### config.mk
export PLATFORM = sky130hd
export DESIGN_NAME = mtw_timer
export DESIGN_NICKNAME = d
export VERILOG_FILES = /design/src/hdl/mtw_watchdog.v /design/src/hdl/mtw_timer.v
export VERILOG_INCLUDE_DIRS = /design/src /design/src/hdl
export SDC_FILE = /design/constraint.sdc
export NUM_CORES = 1
export LEC_CHECK = 0
export BUFFER_PORTS_ARGS = -buffer_cell sky130_fd_sc_hd__buf_2
export CAP_MARGIN = 20
export CELL_PAD_IN_SITES_DETAIL_PLACEMENT = 0
export CELL_PAD_IN_SITES_GLOBAL_PLACEMENT = 2
export CORE_MARGIN = 4
export CORE_UTILIZATION = 31
export CTS_CLUSTER_DIAMETER = 100
export DETAILED_ROUTE_END_ITERATION = 8
export PLACE_DENSITY = 0.77
export SETUP_SLACK_MARGIN = 0.1
export SLEW_MARGIN = 40
export SYNTH_ARGS = -nofsm -noshare
export SYNTH_HDL_FRONTEND = slang
export SYNTH_SLANG_ARGS = --single-unit
### constraint.sdc
create_clock -name sys_clk -period 1.9 [get_ports sys_clk]
set_input_delay 0.095 -clock sys_clk [delete_from_list [all_inputs] [get_ports sys_clk]]
set_output_delay 0.095 -clock sys_clk [all_outputs]
set_load 0.01 [all_outputs]
### src/hdl/mtw_timer_regs.vh
// Register map, field positions, reset values and timing counts of the timer
`ifndef MTW_TIMER_REGS_VH
`define MTW_TIMER_REGS_VH

// Register addresses (11-bit address space)
`define MTW_ADDR_W 11
`define MTW_ADDR_STATUS 11'h008
`define MTW_ADDR_COUNT 11'h009
`define MTW_ADDR_WDOG_CLR 11'h7F0

// Status/control field positions
`define MTW_BIT_OVF_FLAG 7
`define MTW_BIT_PER_FLAG 6
`define MTW_BIT_OVF_IE 5
`define MTW_BIT_PER_IE 4
`define MTW_BIT_OVF_FRST 3
`define MTW_BIT_PER_FRST 2
`define MTW_BIT_RATE_HI 1
`define MTW_BIT_RATE_LO 0
`define MTW_BIT_WDOG_CLR 0

// Reset values
`define MTW_RATE_RST 2'h3
`define MTW_ZERO8 8'h00

// Chain shape: prescale, stage count, tap base, watchdog depth
`define MTW_PRESCALE_W 2
`define MTW_STAGES 15
`define MTW_TAP_BASE 11
`define MTW_WDOG_W 3
`define MTW_WDOG_TIMEOUT 3'h7

// Power-on delays in operating clock cycles
`define MTW_POR_LONG 4064
`define MTW_POR_SHORT 16

`endif

### src/hdl/mtw_watchdog.v
// Watchdog counter clocked by the selected periodic tap
`timescale 1ns/1ps
module mtw_watchdog #(
  parameter WIDTH = 3
) (
  // Clock and reset
  input wire sys_clk,
  input wire rstn,
  // Control
  input wire tick,
  input wire clear,
  input wire enable,
  // Result
  output reg expired
);
`include "mtw_timer_regs.vh"

  reg [WIDTH-1:0] countFf;

  // Counts tap periods; clear has priority so a kick never loses to a tick
  always @(posedge sys_clk) begin
    if (!rstn || clear || !enable) begin
      countFf <= {WIDTH{1'b0}};
      expired <= 1'b0;
    end else if (tick) begin
      countFf <= countFf + {{(WIDTH-1){1'b0}}, 1'b1};
      expired <= (countFf == `MTW_WDOG_TIMEOUT - 3'h1); // [RULE12] [RULE17]
    end else begin
      expired <= 1'b0;
    end
  end
endmodule

### src/hdl/mtw_timer.v
// Multifunction timer with periodic tap, overflow flag and watchdog
//
// Our own choice: the address-and-strobe port.
`timescale 1ns/1ps
// Overview of operation
// [RULE1] Overflow flag sets when low eight stages wrap from FF to 00.
// [RULE2] Overflow interrupt request while overflow flag and its enable are set.
// [RULE3] Writing one to overflow flag reset clears it; flag writes ignored.
// [RULE4] Periodic flag sets on selected tap; interrupt when flag and enable set.
// [RULE5] Writing one to periodic flag reset clears the periodic flag.
// [RULE6] Both flags read-only and cleared by reset.
// [RULE7] Flag reset bits are write-only, read zero, cleared by reset.
// [RULE8] Both interrupt enables read/write; one enables, zero disables.
// [RULE9] Rate select codes 00..11 pick clock divided by 2^14..2^17.
// [RULE10] Reset sets both rate select bits, slowest rate.
// [RULE11] Watchdog is clocked from the selected periodic tap.
// [RULE12] Watchdog times out after seven tap periods, minus zero plus one; code expires on the seventh tap after a clear, six to seven periods.
// [RULE13] Software should clear watchdog just before changing rate select.
// [RULE14] Fifteen-stage counter; low eight stages readable in count register.
// [RULE15] Power-on clears chain, waits 4064 or 16 cycles, clears again.
// [RULE16] Eighth-stage overflow occurs every 1024 clock cycles.
// [RULE17] Watchdog expiry without clear requests a chip reset.
// [RULE18] Writing zero to bit 0 of watchdog clear register clears watchdog.
// [RULE19] Watchdog clear bit is write-only; reads return undefined data.
// [RULE20] Stop instruction switches the watchdog off.
// [RULE21] Option bit enables watchdog when one; disabled never resets.
// [RULE22] Divide-by-four prescale feeds first counter stage.
module mtw_timer #(
  parameter POR_LONG = `MTW_POR_LONG,
  parameter POR_SHORT = `MTW_POR_SHORT
) (
  // Clock and reset
  input wire sys_clk,
  input wire rstn,
  // Register port
  input wire [10:0] regAddr,
  input wire [7:0] regWdata,
  input wire regWr,
  input wire regRd,
  output reg [7:0] regRdata,
  // Option byte and core state
  input wire watchdogEnableOption,
  input wire shortStartupDelayOption,
  input wire stopMode,
  // Requests
  output reg overflowIrq,
  output reg periodicIrq,
  output reg watchdogResetReq,
  output reg porActive
);
`include "mtw_timer_regs.vh"

  localparam ST_POR = 1'b0;
  localparam ST_RUN = 1'b1;

  reg stateFf;
  reg [12:0] porCntFf;
  reg [`MTW_PRESCALE_W-1:0] preFf;
  reg [`MTW_STAGES-1:0] chainFf;
  reg overflowFlagFf;
  reg periodicFlagFf;
  reg overflowIrqEnableFf;
  reg periodicIrqEnableFf;
  reg [1:0] rateSelFf;
  reg tapPrevFf;
  reg [`MTW_STAGES:0] chainWide;
  reg [3:0] tapVec;
  wire preWrap;
  wire lowWrap;
  wire tapLevel;
  wire periodicTap;
  wire wrStatus;
  wire wdClear;
  wire wdExpired;
  wire [12:0] porLimit;

  assign wrStatus = regWr && (regAddr == `MTW_ADDR_STATUS);
  assign preWrap = (preFf == {`MTW_PRESCALE_W{1'b1}}); // [RULE22]
  assign lowWrap = preWrap && (chainFf[7:0] == 8'hFF); // [RULE1] [RULE16]
  assign porLimit = shortStartupDelayOption ? POR_SHORT[12:0] : POR_LONG[12:0];

  // Tap outputs per rate code: stage feeding 2^14..2^17 division
  always @* begin
    chainWide = {1'b0, chainFf};
    tapVec = chainWide[`MTW_TAP_BASE +: 4];
  end
  assign tapLevel = tapVec[rateSelFf]; // [RULE9]
  // Falling edge of the tap stage marks one full period
  assign periodicTap = tapPrevFf && !tapLevel && (stateFf == ST_RUN); // [RULE4]
  assign wdClear = regWr && (regAddr == `MTW_ADDR_WDOG_CLR)
    && !regWdata[`MTW_BIT_WDOG_CLR]; // [RULE18]

  // Power-on sequencer; chain runs during the delay, then restarts
  always @(posedge sys_clk) begin
    if (!rstn) begin
      stateFf <= ST_POR;
      porCntFf <= 13'h0000;
      porActive <= 1'b1;
    end else begin
      case (stateFf)
        ST_POR: begin
          porCntFf <= porCntFf + 13'h0001;
          if (porCntFf == porLimit - 13'h0001) begin
            stateFf <= ST_RUN; // [RULE15]
            porActive <= 1'b0;
          end
        end
        ST_RUN: porActive <= 1'b0;
        default: stateFf <= ST_POR;
      endcase
    end
  end

  // Prescaler and fifteen-stage chain, cleared at release of power-on
  always @(posedge sys_clk) begin
    if (!rstn || (stateFf == ST_POR && porCntFf == porLimit - 13'h0001)) begin
      preFf <= {`MTW_PRESCALE_W{1'b0}}; // [RULE15]
      chainFf <= {`MTW_STAGES{1'b0}};
      tapPrevFf <= 1'b0;
    end else begin
      preFf <= preFf + {{(`MTW_PRESCALE_W-1){1'b0}}, 1'b1}; // [RULE22]
      if (preWrap)
        chainFf <= chainFf + {{(`MTW_STAGES-1){1'b0}}, 1'b1}; // [RULE14]
      tapPrevFf <= tapLevel;
    end
  end

  // Control bits; flags set by hardware win over a same-cycle clear
  always @(posedge sys_clk) begin
    if (!rstn) begin
      overflowFlagFf <= 1'b0; // [RULE6]
      periodicFlagFf <= 1'b0;
      overflowIrqEnableFf <= 1'b0;
      periodicIrqEnableFf <= 1'b0;
      rateSelFf <= `MTW_RATE_RST; // [RULE10]
    end else begin
      if (wrStatus) begin
        overflowIrqEnableFf <= regWdata[`MTW_BIT_OVF_IE]; // [RULE8]
        periodicIrqEnableFf <= regWdata[`MTW_BIT_PER_IE];
        rateSelFf <= regWdata[`MTW_BIT_RATE_HI:`MTW_BIT_RATE_LO]; // [RULE11]
      end
      if (lowWrap && stateFf == ST_RUN)
        overflowFlagFf <= 1'b1; // [RULE1]
      else if (wrStatus && regWdata[`MTW_BIT_OVF_FRST])
        overflowFlagFf <= 1'b0; // [RULE3]
      if (periodicTap)
        periodicFlagFf <= 1'b1; // [RULE4]
      else if (wrStatus && regWdata[`MTW_BIT_PER_FRST])
        periodicFlagFf <= 1'b0; // [RULE5]
    end
  end

  // Registered requests
  always @(posedge sys_clk) begin
    if (!rstn) begin
      overflowIrq <= 1'b0;
      periodicIrq <= 1'b0;
      watchdogResetReq <= 1'b0;
    end else begin
      overflowIrq <= overflowFlagFf && overflowIrqEnableFf; // [RULE2]
      periodicIrq <= periodicFlagFf && periodicIrqEnableFf; // [RULE4]
      // Disabled or stopped watchdog never asserts reset
      watchdogResetReq <= wdExpired && watchdogEnableOption && !stopMode; // [RULE21]
    end
  end

  // Read data one cycle after the strobe; reset bits read zero
  always @(posedge sys_clk) begin
    if (!rstn) begin
      regRdata <= `MTW_ZERO8;
    end else if (regRd) begin
      case (regAddr)
        `MTW_ADDR_STATUS: regRdata <= {overflowFlagFf, periodicFlagFf,
          overflowIrqEnableFf, periodicIrqEnableFf, 2'b00, rateSelFf}; // [RULE7]
        `MTW_ADDR_COUNT: regRdata <= chainFf[7:0]; // [RULE14]
        default: regRdata <= `MTW_ZERO8; // [RULE19]
      endcase
    end else begin
      regRdata <= `MTW_ZERO8;
    end
  end

  // Watchdog stages after the tap
  mtw_watchdog #(
    .WIDTH(`MTW_WDOG_W)
  ) uWatchdog (
    .sys_clk(sys_clk),
    .rstn(rstn),
    .tick(periodicTap), // [RULE11]
    .clear(wdClear || stateFf == ST_POR), // [RULE18]
    .enable(watchdogEnableOption && !stopMode), // [RULE20]
    .expired(wdExpired)
  );
endmodule

==> metrics.csv, run 1 <==
metric,value,unit
status,completed,
setup-tns-final,0,ps
htree_levels,2,
crit_family,simple AND/OR/NAND/NOR gates,
comb_power_share,5.0,%
r2r_start,porCntFf[9],
syn_area,2355,um^2
start_kind,register,
max_slew.worst_pin.slew,426.6,ps
power_switching,415.0,uW
wire_per_inst,12.57,um
hpwl,3599,um
p_sw_share,22.35,%
rsz0062_at_grt,true,
cts_tree,yes,
vias,1856,
area_delta_synth_final,20.94,%
pwr-share-clk,33.0,%
diodes,0,
power_frac_seq,62.0,%
initial_core_util,32.12,%
drc_errors,0,
power_density,652.1,nW/um^2
wl,4940,um
fp.dieW,95.16,um
synth_compound_area_share,5.898,%
rr_worst_depth,5,
die-area,9054,um^2
crit_buf_inv,1,
drive_gt1_share,23.81,%
netlist.top_cell.by_area,dfxtp_1,
synth_top_area_share,45.91,%
synth_most_common_cell,dfxtp_1,
cts_sinks,54,
fin_nets,325,
synth-edff-count,0,
drt-initial-drc-count,45,
ir_worst_vdd,0.2992,mV
finalPower,1.857,mW
synth_xor_area_share,8.927,%
grt_use_total,11.84,%
finalWeightedCongestion,0.7447,
internal-power,1.442,mW
fin_skew,6.753,ps
finalCriticalPeriod,1797,ps
cellLeakagePower,1.119,nW
synth_mux_area_share,6.482,%
slew_headroom,71.30,%
grt_max_degree,25,
r2r_end,chainFf[14],
crit_slowest_cell,or4b_4,
critPathMaxFanout,18,
worst_hold_path.endpoint,rateSelFf[0],
worstHoldStart,regWdata[0],
synth-seq-cells,54,
yosys-top-cells-count,"54 x dfxtp_1, 22 x nor2_1, 19 x nor3_1",
setup_viol,0,
yosysSeqAreaShare,45.91,%
fin_crit_sh,94.57,%
seqCellArea,1089,um^2
synthFlopType,dfxtp_1,
port_buffers,35,
n_fill_cell,748,
firstDrtPassIters,4,
worstPathCellList,nand4_1 -> or4b_4 -> a2111oi_4 -> buf_12 -> a211oi_1,
fin_area,2848,um^2
hold_depth,3,
synth-simple-area-share,26.46,%
slew_viol_final,0,
cap_viol_max_count,0,
hold_violations,0,
async_reset_ff_share,0,%
ios,38,
synth_cells,246,
vias_per_cell,4.723,
rows,31,
slowest_delay,560,ps
synthTopCellsByArea,"dfxtp_1 46%, xnor2_1 6.0%, mux2i_1 5.5%",
synth.avg_cell_area,9.572,um^2
grt_overflow,0,
post_dp_cell_area,2710,um^2
antenna_left,0,
path_class,reg2reg,
clock_latency,300,ps
antenna_found_initial,0,
hold_class,in2reg,
multi_input_area,1207,um^2
arrival,1980,ps
clk_path_buf_depth,2,
yosysWarnings,0,
die_y,95.16,um
synth.distinct_cells,42,
clk_pin_slew,90,ps
worst_ep_required_time,2080,ps
syn_nets,277,
end_kind,register,
fmax,0.5566,GHz
grt_first_pass_wirelength,8493,um
numCtsBuffers,5,
grt_pass1_vias,1805,
synth_top_family_by_area,simple AND/OR/NAND/NOR gates,
ff2ff_setup_slack,100,ps
root_buffer,clkbuf_8,
synth_adder_area_share,2.657,%
core,7331,um^2
routing by layer:
layer  track usage (%)  vias to the layer above  share of wire [%]
li1                  -                      974                  -
met4             3.606                        0               0.65
met3             2.289                        4                3.9
met1             14.78                      848                 47
met5                 0                        -                  0
met2             20.52                       30                 48
state kept, by name (all words and copies together) (netlist names):
name	cells
uWatchdog.countFf	3
periodicIrqEnableFf	1
overflowFlagFf	1
regRdata	8
periodicIrq	1
preFf	2
chainFf	15
periodicFlagFf	1
watchdogResetReq	1
overflowIrqEnableFf	1
uWatchdog.expired	1
porCntFf	13
rateSelFf	2
overflowIrq	1
stateFf	1
porActive	1
tapPrevFf	1
power by group through the flow:
stage	combinational, mW	sequential, mW	clock [mW]
after floorplan	0.0506	1.18	0
after global placement	0.0889	1.18	0
after detailed placement	0.0904	1.18	0
after CTS	0.0929	1.15	0.647
after global routing	0.106	1.15	0.684
final	0.0927	1.15	0.613
worst register-to-register path, cell delays in order, from the launching register on:
cell and delay (ps):
dfxtp_2 380, nand4_1 130, or4b_4 560, a2111oi_4 360, buf_12 200, a211oi_1 50
how the worst max path moves through the flow:
stage / start / to / cells past startpoint / slack [ps]
final: porCntFf[9] / chainFf[14] / 5 / 100
after global routing: porCntFf[9] / chainFf[14] / 5 / 30
after CTS: porCntFf[9] / chainFf[5] / 5 / 90
after detailed placement: chainFf[0] / chainFf[12] / 5 / 110
after global placement: chainFf[0] / chainFf[12] / 5 / 120
after floorplan: porCntFf[8] / chainFf[11] / 5 / 60
layout make-up:
| type | count | area share, % |
|---|---|---|
| Timing Repair Buffer | 51 | 11.42 |
| Sequential cell | 54 | 38.22 |
| Inverter | 6 | 0.7909 |
| Clock buffer | 6 | 2.548 |
| Tap cell | 99 | 4.350 |
| Clock inverter | 1 | 0.2636 |
| Multi-Input combinational cell | 176 | 42.40 |
placed cells by master (no fill, tap or decap), types with 3 or more instances in the layout:
| master | instances |
|---|---|
| dfxtp_1 | 48 |
| buf_2 | 35 |
| nor2_1 | 22 |
| nor3_1 | 19 |
| xnor2_1 | 16 |
| nand2_1 | 14 |
| mux2i_1 | 13 |
| buf_4 | 12 |
| nand3_1 | 11 |
| xor2_1 | 8 |
| nand4_1 | 8 |
| nor4_1 | 7 |
| dfxtp_2 | 6 |
| inv_1 | 5 |
| and3_1 | 5 |
| a21oi_1 | 5 |
| o21ai_0 | 5 |
| ha_1 | 5 |
| clkbuf_8 | 5 |
| nor4b_1 | 3 |
| nor4_2 | 3 |
what timing repair did:
action,CTS,global route
pin swaps,0,1
hold buffers,1,1
endpoints found under the hold margin,1,1
setup endpoints to repair,7,18
setup buffers,0,2
resized for setup,1,5
through the flow:
| stage | instances | worst slack [ps] | hold WS (ps) | util, % |
|---|---|---|---|---|
| CTS | 390 | 93.98 | 7.761 | 38.21 |
| detailed placement | 382 | 114.8 | 287.6 | 36.97 |
| floorplan | 246 | 58.59 | 185.2 | - |
| finish | 393 | 103.2 | 21.56 | 38.85 |
| global placement | 382 | 122.1 | 280.2 | 36.97 |
| global route | 393 | 31.55 | 27.20 | 38.85 |
cell families (layout without fill, tap and decap cells):
kind of cell | Yosys count | after routing
compound gates | 19 | 19
fa+ha+maj | 5 | 5
simple gates | 113 | 113
buf+inv | 16 | 64
mux | 15 | 15
xor+xnor | 24 | 24
flops | 54 | 54
No activity file was read; power rests on OpenSTA's default activity.
==> run 2: changes to the inputs <==
Settings changed: BUFFER_PORTS_ARGS -buffer_cell sky130_fd_sc_hd__buf_2 to -buffer_cell sky130_fd_sc_hd__clkbuf_2, CORE_UTILIZATION 31 to 37, PLACE_DENSITY 0.77 to 0.86.
Clock period 1.9 ns to 2.2 ns, I/O delays scaled along.
==> run 2 against run 1 <==
  * Register-to-register slack improved by 140 ps
  * Count of clock-buffer cells in the layout fell by 1
  * Flip-flop and latch count did not move
  * Core utilization rose by 5.7 points
  * Cell count fell by 8.4%
  * Combinational power fell by 18%
  * Sequential power fell by 14%
  * Critical path depth did not move
  * Via count fell by 3.8%
  * Sequential share of layout area rose by 1.8 points
==> metrics.csv, run 2 (same netlist as run 1, synthesis figures left out) <==
metric,value,unit,change
fin_area,2698,um^2,was 2848 um^2
start_kind,register,,unchanged
internal-power,1.238,mW,was 1.442 mW
die_y,87.78,um,was 95.16 um
final_cell_mix,"54 x dfxtp_1, 35 x clkbuf_2, 22 x nor2_1",,"was 48 x dfxtp_1, 35 x buf_2, 22 x nor2_1"
cellLeakagePower,1.068,nW,was 1.119 nW
grt_first_pass_wirelength,8066,um,was 8493 um
htree_levels,2,,unchanged
layout_commonest_cell,dfxtp_1,,unchanged
core,6061,um^2,was 7331 um^2
numCtsBuffers,5,,unchanged
rows,28,,was 31
post_dp_cell_area,2605,um^2,was 2710 um^2
wire_per_inst,12.70,um,was 12.57 um
rsz0062_at_grt,false,,was true
cap_viol_max_count,0,,unchanged
firstDrtPassIters,4,,unchanged
cts_tree,yes,,unchanged
max_slew.worst_pin.slew,666.6,ps,was 426.6 ps
cts_sinks,54,,unchanged
finalCriticalPeriod,1957,ps,was 1797 ps
antenna_left,0,,unchanged
multi_input_area,1187,um^2,was 1207 um^2
clock_latency,300,ps,about the same
die-area,7704,um^2,was 9054 um^2
hold_class,in2reg,,unchanged
antenna_found_initial,0,,unchanged
grtUsageMet2,22.40,%,was 20.52%
comb_power_share,4.8,%,was 5.0%
vias,1785,,was 1856
regMostFlops,chainFf,,unchanged
hold_violations,0,,unchanged
finalPower,1.581,mW,was 1.857 mW
drt-initial-drc-count,107,,was 45
use_met3,2.916,%,was 2.289%
hpwl,3373,um,was 3599 um
initial_core_util,38.85,%,was 32.12%
port_buffers,35,,unchanged
root_buffer,clkbuf_8,,unchanged
cts_setup_buffers,0,,unchanged
grt_overflow,0,,unchanged
setup_viol,0,,unchanged
clk_pin_slew,90,ps,about the same
p_sw_share,21.71,%,was 22.35%
grt_max_degree,24,,was 25
slew_viol_final,0,,unchanged
fin_crit_sh,88.95,%,was 94.57%
finalWeightedCongestion,0.8027,,was 0.7447
setup-tns-final,0,ps,unchanged
met1_usage,16.24,%,was 14.78%
fin_skew,5.463,ps,was 6.753 ps
critPathMaxFanout,6,,was 18
seqCellArea,1081,um^2,was 1089 um^2
power_frac_seq,62.9,%,was 62.0%
area_delta_synth_final,14.56,%,was 20.94%
pwr-share-clk,32.4,%,was 33.0%
path_class,reg2reg,,unchanged
fp.dieW,87.78,um,was 95.16 um
drc_errors,0,,unchanged
diodes,0,,unchanged
drive_gt1_share,18.60,%,was 23.81%
status,completed,,unchanged
grt_use_total,13.12,%,was 11.84%
hold_slack,25.90,ps,was 21.56 ps
end_kind,register,,unchanged
ios,38,,unchanged
top_usage_layer,met2,,unchanged
arrival,2160,ps,was 1980 ps
ir_worst_vdd,0.4235,mV,was 0.2992 mV
fmax,0.5110,GHz,was 0.5566 GHz
clk_path_buf_depth,2,,unchanged
n_fill_cell,614,,was 748
wl,4571,um,was 4940 um
power_switching,343.4,uW,was 415.0 uW
largest_register_ffs,15,,unchanged
fin_nets,316,,was 325
grt_pass1_vias,1783,,was 1805
vias_per_cell,4.958,,was 4.723
largestRegisters,"chainFf (15), porCntFf (13), regRdata (8)",,unchanged
power_density,586.2,nW/um^2,was 652.1 nW/um^2
worst_ep_required_time,2410,ps,was 2080 ps
slew_headroom,55.28,%,was 71.30%
run 2: what timing repair did:
action	in CTS	in global routing
setup endpoints to repair	0	4
resized for setup	0	1
hold endpoints to repair	1	0
hold buffers	1	0
run 2: layout make-up:
cell class,instances,share of cell area [%]
Multi-Input combinational cell,176,44.02
Sequential cell,54,40.07
Timing Repair Buffer,42,8.673
Tap cell,75,3.479
Clock buffer,5,2.551
Inverter,6,0.8349
Clock inverter,2,0.3711
run 2: final timing paths:
path	cells past startpoint	end	start	slack, ps
max reg2reg	5	chainFf[14]	chainFf[0]	240
min	3	rateSelFf[1]	regWdata[1]	30
min reg2reg	1	preFf[0]	preFf[0]	440
max	5	chainFf[14]	chainFf[0]	240
run 2: critical path: stages (launching register included):
cell,delay (ps)
dfxtp_1,410
ha_1,190
and4_1,340
nand3_1,170
or4_1,500
a211oi_1,240
run 2: power groups by stage:
| stage | clock [mW] | sequential (mW) | combinational (mW) |
|---|---|---|---|
| after global routing | 0.579 | 0.996 | 0.0868 |
| final | 0.512 | 0.994 | 0.0757 |
| after floorplan | 0 | 1.02 | 0.0438 |
| after global placement | 0 | 1.02 | 0.0747 |
| after CTS | 0.539 | 0.994 | 0.0776 |
| after detailed placement | 0 | 1.02 | 0.0758 |
run 2: routing by layer:
metal,vias up,wire length (um)
met1,800,2102
met4,0,29
li1,956,-
met5,-,0
met3,2,197
met2,27,2241
run 2: stage by stage:
stage                     std cells  util (%)  setup slack [ps]
after floorplan                 246         -             248.0
after detailed placement        352     42.98             234.3
after global placement          352     42.98             247.1
final                           360     44.51             243.2
after CTS                       360     44.45             219.7
after global routing            360     44.51             133.0
==> run 3: changes to the inputs <==
Settings changed: CORE_MARGIN 4 to default.
==> run 3 against run 2 <==
  * First-iteration DRC count decreased by 36%
  * Clock power increased by 11%
  * Largest cell class unchanged
  * Critical endpoint unchanged
  * Cell count increased by 0.28%
  * Largest power group unchanged
  * Count of clock-buffer cells in the layout increased by 2
==> metrics.csv, run 3 (same netlist as run 1, synthesis figures left out) <==
metric,value,unit,change
grt_pass1_vias,1719,,was 1783
max_slew.worst_pin.slew,499.9,ps,was 666.6 ps
setup_ws,245.9,ps,was 243.2 ps
wl,4667,um,was 4571 um
clk_pin_slew,90,ps,about the same
worstPathCellList,ha_1 -> and4_1 -> nand3_1 -> or4_1 -> a211oi_1,,unchanged
cts_setup_buffers,0,,unchanged
cellLeakagePower,1.075,nW,was 1.068 nW
rsz0062_at_grt,false,,unchanged
grt_overflow,0,,unchanged
vias_per_cell,5.105,,was 4.958
power_density,602.6,nW/um^2,was 586.2 nW/um^2
end_kind,register,,unchanged
r2r_start,chainFf[0],,unchanged
pre_cts_slack,280.1,ps,was 234.3 ps
drt-initial-drc-count,69,,was 107
core,6026,um^2,was 6061 um^2
worstHoldStart,regWdata[1],,unchanged
clk_path_buf_depth,2,,unchanged
drive_gt1_share,18.53,%,was 18.60%
cts_sinks,54,,unchanged
die-area,6687,um^2,was 7704 um^2
cap_viol_max_count,0,,unchanged
wire_per_inst,12.93,um,was 12.70 um
hpwl,3409,um,was 3373 um
critPathMaxFanout,6,,unchanged
setup-tns-final,0,ps,unchanged
ff2ff_setup_slack,250,ps,was 240 ps
fin_area,2719,um^2,was 2698 um^2
grt_max_degree,21,,was 24
fin_cells,361,,was 360
port_buffers,35,,unchanged
initial_core_util,39.08,%,was 38.85%
worst_ep_required_time,2430,ps,was 2410 ps
final_cell_mix,"54 x dfxtp_1, 35 x clkbuf_2, 22 x nor2_1",,unchanged
drc_errors,0,,unchanged
grt_first_pass_wirelength,7859,um,was 8066 um
layout_commonest_cell,dfxtp_1,,unchanged
regMostFlops,chainFf,,unchanged
root_buffer,clkbuf_8,,unchanged
antenna_found_initial,0,,unchanged
ios,38,,unchanged
cts_resized,0,,unchanged
fmax,0.5117,GHz,was 0.5110 GHz
htree_levels,2,,unchanged
hold_slack,26.33,ps,was 25.90 ps
fin_util,45.12,%,was 44.51%
r2r_end,chainFf[14],,unchanged
start_kind,register,,unchanged
largestRegisters,"chainFf (15), porCntFf (13), regRdata (8)",,unchanged
fin_skew,5.196,ps,was 5.463 ps
rows,28,,unchanged
hold_violations,0,,unchanged
setup_viol,0,,unchanged
hold_depth,3,,unchanged
fin_nets,316,,unchanged
dp_cells,352,,unchanged
n_fill_cell,628,,was 614
finalCriticalPeriod,1954,ps,was 1957 ps
firstDrtPassIters,4,,unchanged
slowest_delay,510,ps,was 500 ps
status,completed,,unchanged
vias,1843,,was 1785
slew_headroom,66.63,%,was 55.28%
finalWeightedCongestion,0.7319,,was 0.8027
fp.dieW,81.78,um,was 87.78 um
crit_slowest_cell,or4_1,,unchanged
hold_class,in2reg,,unchanged
clock_latency,300,ps,about the same
slew_viol_final,0,,unchanged
cts_tree,yes,,unchanged
worst_hold_path.endpoint,rateSelFf[1],,unchanged
path_class,reg2reg,,unchanged
finalPower,1.638,mW,was 1.581 mW
diodes,0,,unchanged
numCtsBuffers,5,,unchanged
grt_use_total,15.36,%,was 13.12%
cts_hold_buf,1,,unchanged
die_y,81.78,um,was 87.78 um
rr_worst_depth,5,,unchanged
fin_crit_sh,88.82,%,was 88.95%
area_delta_synth_final,15.46,%,was 14.56%
arrival,2180,ps,was 2160 ps
largest_register_ffs,15,,unchanged
post_dp_cell_area,2618,um^2,was 2605 um^2
ir_worst_vdd,0.3644,mV,was 0.4235 mV
antenna_left,0,,unchanged
==> run 3: power by group <==
part / switching (mW) / leakage, nW / internal, mW / total [mW]
Clock: 0.314 / 0.0482 / 0.255 / 0.568
Combinational: 0.0387 / 0.591 / 0.0377 / 0.0764
Sequential: 0.00761 / 0.436 / 0.986 / 0.994
==> run 3: cell type report <==
cell class	count	area [um^2]	share of cell area, %
multi-input combinational	176	1187	43.67
sequential	54	1081	39.76
timing repair buffer	42	242.7	8.928
tap	75	93.84	3.451
clock buffer	7	86.33	3.175
inverter	6	22.52	0.8283
clock inverter	1	5.005	0.1841
==> run 3: critical path: cells and delay by family, from the launching register on <==
kind | cells | cell delay (ps)
flops | 1 | 410
simple gates | 3 | 1050
fa+ha+maj | 1 | 190
compound gates | 1 | 230
==> run 3: layer usage <==
metal | vias up | track usage, % | wire length, um
li1 | 952 | - | -
met1 | 847 | 20.09 | 2277
met2 | 36 | 24.79 | 2160
met3 | 8 | 3.333 | 165
met4 | 0 | 5.263 | 64
met5 | - | 0 | 0
==> run 3: worst max path at each step <==
stage	from	endpoint
floorplan	porCntFf[8]	chainFf[11]
global placement	chainFf[0]	chainFf[14]
detailed placement	chainFf[0]	chainFf[14]
CTS	chainFf[0]	chainFf[14]
global route	chainFf[0]	chainFf[12]
finish	chainFf[0]	chainFf[14]
